**config.mk**
```make
export PLATFORM = sky130hd
export DESIGN_NAME = mac_datapath
export DESIGN_NICKNAME = d
export VERILOG_FILES = /design/src/logic/mac_pkg.sv /design/src/logic/mac_pin_sync.sv /design/src/logic/mac_datapath.sv
export SDC_FILE = /design/constraint.sdc
export NUM_CORES = 2
export LEC_CHECK = 0
export BUFFER_PORTS_ARGS = -buffer_cell sky130_fd_sc_hd__buf_2
export CAP_MARGIN = 20
export CORE_MARGIN = 2
export CORE_UTILIZATION = 40
export CTS_CLUSTER_SIZE = 10
export DETAILED_ROUTE_END_ITERATION = 8
export GPL_ROUTABILITY_DRIVEN = 0
export PLACE_DENSITY = 0.65
export SYNTH_ARGS = -nofsm -noshare
export SYNTH_HDL_FRONTEND = slang
export SYNTH_SLANG_ARGS = --single-unit
```
**constraint.sdc**
```tcl
create_clock -name clock -period 50.8 [get_ports clock]
set_input_delay 5.08 -clock clock [delete_from_list [all_inputs] [get_ports clock]]
set_output_delay 5.08 -clock clock [all_outputs]
set_load 0.02 [all_outputs]
```
**src/logic/mac_pkg.sv**
```systemverilog
//=============================================================
// Overview of operation
// - first input port data is two's complement when its sign control is high
// - second input port data is two's complement when its sign control is high
// - integer rounding control high rounds the result, low leaves it alone
// - fraction rounding control high rounds the result, low leaves it alone
// - negate control high complements the product before the adder
// - sum op 00 gives product, 01 product plus acc, 10 product minus acc
// - sum op 11 gives product; low source enables force operand one
// - shifter 00 passes data, 01 shifts left one filling zero
// - shifter 10 swaps temp halves, 11 shifts right 32 with sign fill
// - bypass 00 skips all, 01 product only, 10 product and result, 11 none
// - test pins 00 force outputs low, 01 force outputs high
// - test pins 10 float outputs, 11 normal and default
// - two 32 bit input ports, optionally held in operand registers
// - operand muxes pick raw port, operand register or temp register
// - temp register loads only from shifter, fed by inputs or sum
// - 67 bit sum goes to result port or through shifter to acc
// - 64 bit input word reaches shifter zero or sign extended
// - low 64 shifter bits latch into temp, then feed operand muxes
// - swap option exchanges temp halves ahead of operand muxes
// - three bit bus drives top three bits of the 67 bit sum
// - shifter 10 sends temp high half to second mux, else first
// - fraction rounding adds one at bit 30, integer rounding at 31
package mac_pkg;
    localparam int            DW         = 32;
    localparam int            SW         = 67;
    localparam int            TW         = 64;
    localparam int            IW         = 7;
    // ==========================================================
    // instruction register fields
    localparam int            I_SGNA     = 0;
    localparam int            I_SGNB     = 1;
    localparam int            I_RNDI     = 2;
    localparam int            I_RNDF     = 3;
    localparam int            I_OP0      = 4;
    localparam int            I_OP1      = 5;
    localparam int            I_NEG      = 6;
    // ==========================================================
    // bypass vector bits
    localparam int            BYP_B      = 0;
    localparam int            BYP_A      = 1;
    localparam int            BYP_I      = 2;
    localparam int            BYP_Y      = 3;
    localparam int            BYP_P      = 4;
    localparam logic [4:0]    BYP_ALL    = 5'h1F;
    localparam logic [4:0]    BYP_PROD   = 5'h10;
    localparam logic [4:0]    BYP_PRES   = 5'h18;
    localparam logic [4:0]    BYP_NONE   = 5'h00;
    // ==========================================================
    // two bit codes
    localparam logic [1:0]    OP_PROD    = 2'h0;
    localparam logic [1:0]    OP_ADD     = 2'h1;
    localparam logic [1:0]    OP_SUB     = 2'h2;
    localparam logic [1:0]    OP_DIRECT  = 2'h3;
    localparam logic [1:0]    SH_PASS    = 2'h0;
    localparam logic [1:0]    SH_LEFT    = 2'h1;
    localparam logic [1:0]    SH_SWAP    = 2'h2;
    localparam logic [1:0]    SH_RIGHT   = 2'h3;
    localparam logic [1:0]    TP_LOW     = 2'h0;
    localparam logic [1:0]    TP_HIGH    = 2'h1;
    localparam logic [1:0]    TP_FLOAT   = 2'h2;
    localparam logic [1:0]    TP_NORMAL  = 2'h3;
    localparam int            RND_INT_BIT  = 31;
    localparam int            RND_FRAC_BIT = 30;
    localparam int            SHIFT_WORD   = 32;
    // ==========================================================
    // apb register map
    localparam logic [7:0]    OFS_CTRL   = 8'h00;
    localparam logic [7:0]    OFS_ACC_LO = 8'h04;
    localparam logic [7:0]    OFS_ACC_HI = 8'h08;
    localparam logic [7:0]    OFS_RESULT = 8'h0C;
    localparam int            C_EXT      = 0;
    localparam int            C_SGNEXT   = 1;
    localparam int            C_TEMP     = 2;
    localparam int            C_UPPER    = 3;
    localparam logic [3:0]    CTRL_RST   = 4'h0;
    localparam logic [1:0]    TP_RST     = 2'h3;
endpackage

```
**src/logic/mac_pin_sync.sv**
```systemverilog
`timescale 1ns/100ps
module mac_pin_sync #(
    parameter int          W         = 2,
    parameter logic [1:0]  RST_VALUE = 2'h3
) (
    input  wire logic          clock,
    input  wire logic          rst,
    input  wire logic [W-1:0]  pin,
    output logic      [W-1:0]  stable
);
    typedef struct packed {
        logic [W-1:0] s1;
        logic [W-1:0] s2;
        logic [W-1:0] s3;
        logic [W-1:0] val;
    } mac_sync_t;

    mac_sync_t cur;
    mac_sync_t next_cur;

    // ==========================================================
    // three stage chain; first stage only feeds the second
    always_comb begin
        next_cur    = cur;
        next_cur.s1 = pin;
        next_cur.s2 = cur.s1;
        next_cur.s3 = cur.s2;
        if (cur.s2 == cur.s3) begin
            next_cur.val = cur.s3;
        end
    end

    always_ff @(posedge clock or posedge rst) begin
        if (rst) begin
            cur <= {4{RST_VALUE[W-1:0]}};
        end else begin
            cur <= next_cur;
        end
    end

    assign stable = cur.val;
endmodule

```
**src/logic/mac_datapath.sv**
```systemverilog
// Local design decisions: the address map and register access over APB.
`timescale 1ns/100ps
module mac_datapath (
    input  wire logic                    clock,
    input  wire logic                    rst,
    input  wire logic [mac_pkg::DW-1:0]  first_input_port,
    input  wire logic [mac_pkg::DW-1:0]  second_input_port,
    input  wire logic                    first_input_signed,
    input  wire logic                    second_input_signed,
    input  wire logic                    round_integer,
    input  wire logic                    round_fraction,
    input  wire logic                    negate_product,
    input  wire logic                    sum_op_select_lo,
    input  wire logic                    sum_op_select_hi,
    input  wire logic                    first_operand_source_n,
    input  wire logic                    second_operand_source_n,
    input  wire logic                    shifter_ctl_lo,
    input  wire logic                    shifter_ctl_hi,
    input  wire logic                    bypass_sel_lo,
    input  wire logic                    bypass_sel_hi,
    input  wire logic                    test_force_lo,
    input  wire logic                    test_force_hi,
    input  wire logic                    load_first_n,
    input  wire logic                    load_second_n,
    input  wire logic                    load_instr_n,
    input  wire logic                    load_product_n,
    input  wire logic                    load_result_n,
    input  wire logic                    write_low_n,
    input  wire logic                    write_high_n,
    output logic      [mac_pkg::DW-1:0]  result_out,
    output logic                         result_oe,
    output logic                         product_top_bit0,
    output logic                         product_top_bit1,
    output logic                         product_top_bit2,
    output logic                         product_top_oe,
    input  wire logic                    psel,
    input  wire logic                    penable,
    input  wire logic                    pwrite,
    input  wire logic [7:0]              paddr,
    input  wire logic [31:0]             pwdata,
    output logic      [31:0]             prdata,
    output logic                         pready,
    output logic                         pslverr
);
    import mac_pkg::*;

    typedef struct packed {
        logic [DW-1:0] reg_a;
        logic [DW-1:0] reg_b;
        logic [IW-1:0] instr;
        logic [SW-1:0] prod;
        logic [SW-1:0] res;
        logic [TW-1:0] temp;
        logic [TW-1:0] acc;
        logic [3:0]    ctrl;
        logic [31:0]   rdata;
    } mac_state_t;

    mac_state_t    cur;
    mac_state_t    next_cur;
    logic [1:0]    tp;
    logic [4:0]    byp;
    logic [IW-1:0] instr;
    logic [1:0]    op;
    logic [1:0]    sft;
    logic [DW-1:0] a_val;
    logic [DW-1:0] b_val;
    logic [DW-1:0] swap_r;
    logic [DW-1:0] swap_s;
    logic [DW-1:0] op_r;
    logic [DW-1:0] op_s;
    logic          r_sgn;
    logic          s_sgn;
    logic [65:0]   mult;
    logic [SW-1:0] prod_c;
    logic [SW-1:0] prod_u;
    logic [SW-1:0] acc_ext;
    logic [SW-1:0] rnd;
    logic [SW-1:0] sum;
    logic [SW-1:0] res_u;
    logic [SW-1:0] d_in;
    logic [SW-1:0] shift_out;
    logic [DW-1:0] y_norm;
    logic          unmapped;

    // ==========================================================
    // bypass decode
    function automatic logic [4:0] mac_bypass_decode(input logic [1:0] sel);
        logic [4:0] v;
        v = BYP_NONE;
        case (sel)
            2'h0: v = BYP_ALL;
            2'h1: v = BYP_PROD;
            2'h2: v = BYP_PRES;
            default: v = BYP_NONE;
        endcase
        return v;
    endfunction

    function automatic logic mac_is_mapped(input logic [7:0] a);
        return (a == OFS_CTRL) || (a == OFS_ACC_LO) || (a == OFS_ACC_HI) ||
               (a == OFS_RESULT);
    endfunction

    // test pins arrive from a tester, not from the controller clock
    mac_pin_sync #(
        .W         (2),
        .RST_VALUE (TP_RST)
    ) u_tp_sync (
        .clock  (clock),
        .rst    (rst),
        .pin    ({test_force_hi, test_force_lo}),
        .stable (tp)
    );

    // ==========================================================
    // datapath and next state
    always_comb begin
        next_cur = cur;
        sft      = {shifter_ctl_hi, shifter_ctl_lo};
        byp      = mac_bypass_decode({bypass_sel_hi, bypass_sel_lo});
        instr    = byp[BYP_I] ? {negate_product, sum_op_select_hi, sum_op_select_lo,
                                 round_fraction, round_integer, second_input_signed,
                                 first_input_signed} : cur.instr;
        op       = {instr[I_OP1], instr[I_OP0]};
        a_val    = byp[BYP_A] ? first_input_port : cur.reg_a;
        b_val    = byp[BYP_B] ? second_input_port : cur.reg_b;
        if (sft == SH_SWAP) begin
            swap_r = cur.temp[DW-1:0];
            swap_s = cur.temp[TW-1:DW];
        end else begin
            swap_r = cur.temp[TW-1:DW];
            swap_s = cur.temp[DW-1:0];
        end

        op_r  = first_operand_source_n ? a_val : swap_r;
        op_s  = second_operand_source_n ? b_val : swap_s;
        r_sgn = instr[I_SGNA];
        s_sgn = instr[I_SGNB];

        // direct op forces one on a disabled source
        if (op == OP_DIRECT && !first_operand_source_n) begin
            op_r  = 32'h00000001;
            r_sgn = 1'b0;
        end
        if (op == OP_DIRECT && !second_operand_source_n) begin
            op_s  = 32'h00000001;
            s_sgn = 1'b0;
        end
        mult = 66'($signed({r_sgn & op_r[DW-1], op_r}) *
                   $signed({s_sgn & op_s[DW-1], op_s}));

        prod_c  = instr[I_NEG] ? SW'(-{mult[65], mult}) : {mult[65], mult};
        prod_u  = byp[BYP_P] ? prod_c : cur.prod;
        acc_ext = {{(SW-TW){cur.acc[TW-1]}}, cur.acc};

        rnd = '0;
        if (instr[I_RNDI]) begin
            rnd[RND_INT_BIT] = 1'b1;
        end
        if (instr[I_RNDF]) begin
            rnd = SW'(rnd + (SW'(1) << RND_FRAC_BIT));
        end

        case (op)
            OP_ADD:  sum = SW'(prod_u + acc_ext + rnd);
            OP_SUB:  sum = SW'(prod_u - acc_ext + rnd);
            default: sum = SW'(prod_u + rnd);
        endcase
        res_u = byp[BYP_Y] ? sum : cur.res;

        // external word with zero or sign fill
        d_in = cur.ctrl[C_EXT]
             ? {{(SW-TW){cur.ctrl[C_SGNEXT] & first_input_port[DW-1]}},
                first_input_port, second_input_port}
             : sum;

        // swap passes, right shift sign fills
        case (sft)
            SH_LEFT:  shift_out = {d_in[SW-2:0], 1'b0};
            SH_RIGHT: shift_out = SW'($signed(d_in) >>> SHIFT_WORD);
            default:  shift_out = d_in;
        endcase

        if (!load_first_n) begin
            next_cur.reg_a = first_input_port;
        end
        if (!load_second_n) begin
            next_cur.reg_b = second_input_port;
        end
        if (!load_instr_n) begin
            next_cur.instr = {negate_product, sum_op_select_hi, sum_op_select_lo,
                              round_fraction, round_integer, second_input_signed,
                              first_input_signed};
        end
        if (!load_product_n) begin
            next_cur.prod = prod_c;
        end
        if (!load_result_n) begin
            next_cur.res = sum;
        end

        // temp takes low 64 shifter bits
        // sum routed to accumulator through shifter
        if (cur.ctrl[C_TEMP]) begin
            if (!write_low_n) begin
                next_cur.temp[DW-1:0] = shift_out[DW-1:0];
            end
            if (!write_high_n) begin
                next_cur.temp[TW-1:DW] = shift_out[TW-1:DW];
            end
        end else begin
            if (!write_low_n) begin
                next_cur.acc[DW-1:0] = shift_out[DW-1:0];
            end
            if (!write_high_n) begin
                next_cur.acc[TW-1:DW] = shift_out[TW-1:DW];
            end
        end

        // apb: read data latched in setup, so the access phase needs no wait
        unmapped = !mac_is_mapped(paddr);
        if (psel && !penable && !pwrite) begin
            case (paddr)
                OFS_CTRL:   next_cur.rdata = {28'h0000000, cur.ctrl};
                OFS_ACC_LO: next_cur.rdata = cur.acc[DW-1:0];
                OFS_ACC_HI: next_cur.rdata = cur.acc[TW-1:DW];
                OFS_RESULT: next_cur.rdata = {29'h00000000, res_u[SW-1:TW]};
                default:    next_cur.rdata = 32'h00000000;
            endcase
        end
        if (psel && penable && pwrite && paddr == OFS_CTRL) begin
            next_cur.ctrl = pwdata[3:0];
        end

        y_norm = cur.ctrl[C_UPPER] ? res_u[TW-1:DW] : res_u[DW-1:0];
    end

    always_ff @(posedge clock or posedge rst) begin
        if (rst) begin
            cur      <= '0;
            cur.ctrl <= CTRL_RST;
        end else begin
            cur <= next_cur;
        end
    end

    // ==========================================================
    // outputs with test forcing
    always_comb begin
        case (tp)
            TP_LOW: begin
                result_out = '0;
                {product_top_bit2, product_top_bit1, product_top_bit0} = 3'h0;
                result_oe  = 1'b1;
            end
            TP_HIGH: begin
                result_out = '1;
                {product_top_bit2, product_top_bit1, product_top_bit0} = 3'h7;
                result_oe  = 1'b1;
            end
            TP_FLOAT: begin
                result_out = '0;
                {product_top_bit2, product_top_bit1, product_top_bit0} = 3'h0;
                result_oe  = 1'b0;
            end
            default: begin
                result_out = y_norm;
                {product_top_bit2, product_top_bit1, product_top_bit0} = res_u[SW-1:TW];
                result_oe  = 1'b1;
            end
        endcase
        product_top_oe = result_oe;
    end

    assign prdata  = cur.rdata;
    assign pready  = 1'b1;
    assign pslverr = psel & penable & unmapped;
endmodule

```
* Yosys cells after proc, flatten, opt, wreduce, memory -nomap -nowiden
Index checks and enable logic that the tools add are counted.
** Storage, ports and cells
- Register bits :: 377
- Bits in latches :: 0
- Memory bits (writable) :: 0
- Memory bits (read-only) :: 0
- Bits of input ports :: 131
- Output and inout bits :: 71
- Logic and storage cells :: 95
- Memories kept :: 0
** Operators by class
- Add/subtract/negate cells :: 7
- Multipliers :: 1
- Divide/modulo/power cells :: 0
- Magnitude comparators :: 0
- Equal/unequal tests :: 14
- Shifts and indexed selects :: 0
- Muxes and demuxes :: 27
- Bitwise logic cells :: 8
- Reduce and logical (&&, ||, !) cells :: 23
** Operators by type and width (number)
- 2-to-1 mux 32 bit :: 9
- adder 67 bit :: 4
- 2-to-1 mux 67 bit :: 4
- case mux 67 bit (2 select lines) :: 1
- case mux 32 bit (4 select lines) :: 1
- case mux 64 bit (2 select lines) :: 1
- negator 67 bit :: 1
- subtractor 67 bit :: 1
- multiplier 33 x 33 -> 66 bit :: 1
- case mux 32 bit (2 select lines) :: 1
- adder 32 x 31 -> 33 bit, second input constant :: 1
- 2-to-1 mux 33 bit :: 1
- equality test 8 x 4 -> 1 bit, second input constant :: 2
- case mux 5 bit (3 select lines) :: 1
- equality test 2 bit, second input constant :: 6
- equality test 2 x 1 -> 1 bit, second input constant :: 4
- equality test 8 x 3 -> 1 bit, second input constant :: 1
- logical NOT 8 bit :: 1
- AND reduction 2 bit :: 4
- logical AND 1 bit :: 7
- 2-to-1 mux 7 bit :: 1
- case mux 1 bit (2 select lines) :: 3
- AND 1 bit :: 5
- logical NOT 1 bit :: 5
- 6 further kinds :: 14

* Logic depth before layout (Yosys ltp)
- Depth after elaboration :: 17
- Mapped depth :: 70
- Gate-level depth less buffers :: 59

* Cells and area by module
Synthesis repeated with hierarchy kept, for this count alone.
** Unflattened totals
- Cells, all modules :: 8586
- Area, all modules :: 73494.2 µm²
** Modules (own cells, without submodules)
- mac_datapath :: instances 1, cells an instance 8567, area each 73215.2 µm², sequential area each 9233.9 µm²
- mac_pin_sync :: instances 1, cells an instance 19, area each 279.0 µm², sequential area each 210.2 µm²

* Least setup slack after synthesis
No wires, ideal clock.
- Path type :: input port to output port
- Start point :: input port bypass_sel_lo
- End point :: output port product_top_bit1
- Arrival :: 20.211 ns
- Data required time :: 45.720 ns
- Path slack :: 25.509 ns
- Stages :: 60
- Path buffers :: 9
- Cell sequence :: clkbuf_1 -> nor2_1 -> clkbuf_1 -> clkbuf_1 -> mux2_2 -> ha_1 -> or2_2 -> clkbuf_1 -> clkbuf_1 -> o22ai_1 -> clkbuf_1 -> nand2_1 -> fa_1 -> inv_1 -> fa_1 -> fa_1 -> inv_1 -> fa_1 -> [... 24 more ...] -> ha_1 -> a21o_1 -> a21o_1 -> a21oi_1 -> nor2b_1 -> o31ai_1 -> o21ai_0 -> a21oi_1 -> o21a_1 -> o21ai_0 -> a311o_1 -> a21o_1 -> a21oi_1 -> nor2b_1 -> mux2i_1 -> o311ai_0 -> o41ai_1 -> a21oi_1
** On the way
- Word-level cells in the longest chain between the ends :: 16
- Elaborated cells on any way between the ends :: 35
- Those cells by class :: 7 x add/sub; 1 x mul; 5 x eq/ne; 17 x mux; 2 x bitwise; 3 x reduce/logical
** Ends and longest elaborated chain
- from (decl) :: line mac_datapath.sv:19 : input wire logic bypass_sel_lo,
- equality test 2 bit (tied with other cells) :: line mac_datapath.sv:91 : case (sel)
- case mux 5 bit (3 select lines) * :: line mac_datapath.sv:91
- 2-to-1 mux 7 bit :: line mac_datapath.sv:122 : instr = byp[BYP_I] ? {negate_product, sum_op_select_hi, sum_op_select_lo,
- equality test 2 bit :: line mac_datapath.sv:142, mac_datapath.sv:146
- logical AND 1 bit (on tied branches) :: line mac_datapath.sv:142, mac_datapath.sv:146
- 2-to-1 mux 1 bit (tied with other cells) :: line mac_datapath.sv:142 : if (op == OP_DIRECT && !first_operand_source_n) begin
- AND 1 bit (on tied branches) :: line mac_datapath.sv:150, mac_datapath.sv:151
- multiplier 33 x 33 -> 66 bit :: line mac_datapath.sv:150 : mult = 66'($signed({r_sgn & op_r[DW-1], op_r}) *
- negator 67 bit :: line mac_datapath.sv:153 : prod_c = instr[I_NEG] ? SW'(-{mult[65], mult}) : {mult[65], mult};
- 2-to-1 mux 67 bit :: line mac_datapath.sv:153
- 2-to-1 mux 67 bit :: line mac_datapath.sv:154 : prod_u = byp[BYP_P] ? prod_c : cur.prod;
- subtractor 67 bit or adder 67 bit (tied branches) :: line mac_datapath.sv:167, mac_datapath.sv:166
- adder 67 bit (on tied branches) :: line mac_datapath.sv:167, mac_datapath.sv:166
- case mux 67 bit (2 select lines) :: line mac_datapath.sv:165 : case (op)
- 2-to-1 mux 67 bit * :: line mac_datapath.sv:170 : res_u = byp[BYP_Y] ? sum : cur.res;
- case mux 1 bit (2 select lines) * :: line mac_datapath.sv:251 : case (tp)
- to (decl) :: line mac_datapath.sv:33 : output logic product_top_bit1,
Mark *: on every way between the ends. The rest lies on a longest branch, timed or not.

* Final worst setup path
- Start point :: input port bypass_sel_lo
- End point :: output port product_top_bit0
** On the way
- Word-level cells in the longest chain between the ends :: 16
- Elaborated cells on any way between the ends :: 35
- Those cells by class :: 7 x add/sub; 1 x mul; 5 x eq/ne; 17 x mux; 2 x bitwise; 3 x reduce/logical
** Ends and longest elaborated chain
- equality test 2 bit (tied with other cells) :: line mac_datapath.sv:91
- case mux 5 bit (3 select lines) * :: line mac_datapath.sv:91
- 2-to-1 mux 7 bit :: line mac_datapath.sv:122
- equality test 2 bit :: line mac_datapath.sv:142, mac_datapath.sv:146
- logical AND 1 bit (on tied branches) :: line mac_datapath.sv:142, mac_datapath.sv:146
- 2-to-1 mux 1 bit (tied with other cells) :: line mac_datapath.sv:142
- AND 1 bit (on tied branches) :: line mac_datapath.sv:150, mac_datapath.sv:151
- multiplier 33 x 33 -> 66 bit :: line mac_datapath.sv:150
- negator 67 bit :: line mac_datapath.sv:153
- 2-to-1 mux 67 bit :: line mac_datapath.sv:153
- 2-to-1 mux 67 bit :: line mac_datapath.sv:154
- subtractor 67 bit or adder 67 bit (tied branches) :: line mac_datapath.sv:167, mac_datapath.sv:166
- adder 67 bit (on tied branches) :: line mac_datapath.sv:167, mac_datapath.sv:166
- case mux 67 bit (2 select lines) :: line mac_datapath.sv:165
- 2-to-1 mux 67 bit * :: line mac_datapath.sv:170
- case mux 1 bit (2 select lines) * :: line mac_datapath.sv:251
- to (decl) :: line mac_datapath.sv:32 : output logic product_top_bit0,
Marks and branches as above.

==> results.json <==
{
  "grt_pass1_wl_mm": 406,
  "grt_pass1_vias": 63865,
  "worst_pin_slew_ns": 1.24,
  "cts_root_buf": "clkbuf_16",
  "max-slew-margin-rel_pct": 15.1,
  "wl_per_cell_um": 25.5,
  "cts_setup_buffers": 0,
  "drc_errors": 0,
  "cp-endpoint": "product_top_bit0",
  "dieWidth_um": 430,
  "via_per_inst": 5.95,
  "drt-initial-drc-count": 7643,
  "fmax_mhz": 34.7,
  "portBuffers": 172,
  "layout-drive-gt1-share_pct": 8.95,
  "cts_max_level": 2,
  "clkLatencyLatePin_ns": 0.64,
  "maxCapViolCount": 0,
  "wl_mm": 272,
  "cts_inserted_buffers": 49,
  "numClockSinks": 377,
  "synth_common_cells": "inv_1 (1338), fa_1 (1152), nand2_1 (1058), nor2_1 (743), ha_1 (487)",
  "crit_cells": 53,
  "dp_hpwl_mm": 215,
  "slowest_stage": "mux2i_1",
  "post-route-util_pct": 43.1,
  "cp-start-kind": "primary input",
  "crit_buf_inv": 9,
  "ys_top_cells_by_area": "fa_1 (32%), dfrtp_1 (13%), ha_1 (8.4%)",
  "status": "finished, final reports clean",
  "cts_resized": 0,
  "critical_path_class": "primary input to output port",
  "initial_core_util_pct": 40.3,
  "hold_buffers": 0,
  "vias": 63576,
  "num_rows": 156,
  "syn_to_final_growth_pct": 6.99,
  "synth_nets": 10166,
  "synth_edf_count": 0,
  "die_h_um": 430,
  "finalHoldViolCount": 0,
  "cts_tree": "built",
  "yosysSeqAreaShare_pct": 13.0,
  "yosysMostFrequentCell": "inv_1",
  "r2r_end": "cur[145]",
  "cts_buffer_depth": 3,
  "ys_ff_latch": 377,
  "setup_tns_ns": 0,
  "antenna_found_initial": 19,
  "overflow": 0,
  "cpLargestDelayFamily": "compound AO/OA/AOI/OAI gates",
  "rrSetupSlack_ns": 31.86,
  "fin_nets": 10050,
  "grt_max_degree": 112,
  "ant_nets": 0,
  "grt_use_total_pct": 29.0,
  "fin_crit_sh_pct": 56.7,
  "ioPinCount": 202,
  "grt_setup_unrepaired": "false",
  "hold_path.class": "flop to flop",
  "synthArstFlopShare_pct": 100,
  "critPathMostFrequentCell": "fa_1",
  "slowest_delay_ns": 0.96,
  "dr.pass1.iters": 8,
  "syn-cell-area_mm2": 0.0728,
  "synthCells": 8396,
  "setup_viol": 0,
  "skew_ns": 0.0641,
  "rr_worst_depth": 54,
  "clk_pin_slew_ns": 0.06,
  "cp-startpoint": "bypass_sel_lo",
  "path_max_fanout": 37,
  "syn_avg_cell_area_um2": 8.67,
  "core-area_mm2": 0.181,
  "yosysTopAreaCell": "fa_1",
  "period_needed_ns": 28.81,
  "synth_cell_types": 110,
  "synth_top_area_share_pct": 31.7,
  "crit_path_end_kind": "output port",
  "yosys_warnings": 0,
  "cp.required_ns": 45.72,
  "r2r-start": "cur[302]",
  "fillerInstances": 17678,
  "dieArea_mm2": 0.185,
  "ys.flop_type": "dfrtp_1",
  "maxSlewViolCount": 0,
  "cp.arrival_ns": 23.73
}
registers in the layout (all words and copies together), names as in the netlist:
signal,cells
acc_ext,64
cur,273
prdata,32
u_tp_sync.cur,6
u_tp_sync.stable,2
routing by layer:
| layer | share of wire [%] | vias to the layer above | track usage, % |
|---|---|---|---|
| li1 | - | 27029 | - |
| met5 | 0.022 | - | 0 |
| met1 | 38 | 31738 | 37.7 |
| met3 | 12 | 869 | 7.83 |
| met2 | 42 | 3932 | 43.0 |
| met4 | 7.7 | 8 | 18.2 |
kinds of logic after synthesis:
kind of cell / Yosys count / share of synthesized area [%]
AND/OR/NAND/NOR: 2336 / 13.9
buffers and inverters: 1824 / 9.61
adder cells (fa/ha/maj): 1639 / 40.1
AO/OA/AOI/OAI: 1536 / 13.9
multiplexers: 436 / 6.49
flip-flops: 377 / 13.0
XOR/XNOR: 247 / 2.99
other: 1 / 0.00515
stage by stage:
stage	cells	setup slack [ns]	hold slack [ns]	instance area (um2)
6_report	10694	21.99	0.359	77800
5_1_grt	10689	21.60	0.363	77800
4_1_cts	10675	22.69	0.360	77700
3_5_place_dp	10593	22.72	0.350	76100
3_3_place_gp	10593	22.84	0.346	76100
2_1_floorplan	8396	25.51	0.345	72800
worst min path at each step:
stage,slack [ns],to,start,cells past startpoint
after floorplan,0.35,u_tp_sync.cur[4],u_tp_sync.cur[6],0
after global placement,0.35,u_tp_sync.cur[4],u_tp_sync.cur[6],0
after detailed placement,0.35,u_tp_sync.cur[4],u_tp_sync.cur[6],0
after CTS,0.36,u_tp_sync.cur[4],u_tp_sync.cur[6],0
after global routing,0.36,u_tp_sync.cur[4],u_tp_sync.cur[6],0
final,0.36,u_tp_sync.cur[4],u_tp_sync.cur[6],0
cell type report:
cell class / count / area, um2 / share of cell area, %
Tap cell: 2370 / 2970 / 3.81
Clock inverter: 12 / 168 / 0.215
Timing Repair Buffer: 316 / 2020 / 2.60
Multi-Input combinational cell: 6195 / 56800 / 73.0
Sequential cell: 377 / 9450 / 12.1
Clock buffer: 70 / 1380 / 1.77
Antenna cell: 13 / 32.5 / 0.0418
Inverter: 1341 / 5040 / 6.48
layout by cell type (no fill, tap or decap), types with 28 or more instances in the layout:
cell type / count
a21oi_1: 322
o221ai_1: 30
a22oi_1: 46
o22a_1: 63
buf_4: 140
ha_1: 486
o21a_1: 55
a31oi_1: 52
nand2b_1: 49
nand2_1: 1057
and2_1: 48
o21ai_0: 385
and3_1: 43
dfrtp_1: 367
o22ai_2: 36
a211oi_1: 43
clkbuf_16: 49
nand3_1: 75
nand4_1: 59
o211ai_1: 31
mux2i_1: 230
o21bai_1: 32
inv_1: 1334
nor2_1: 740
mux2_2: 196
a21o_1: 126
xor2_1: 89
nor3_1: 72
or3_1: 29
nor2b_1: 28
fa_1: 1152
xnor2_1: 157
o31ai_1: 33
buf_2: 170
Power is not shown: default switching activity piles up to over one toggle a cycle in this logic, so the estimate is an artifact.
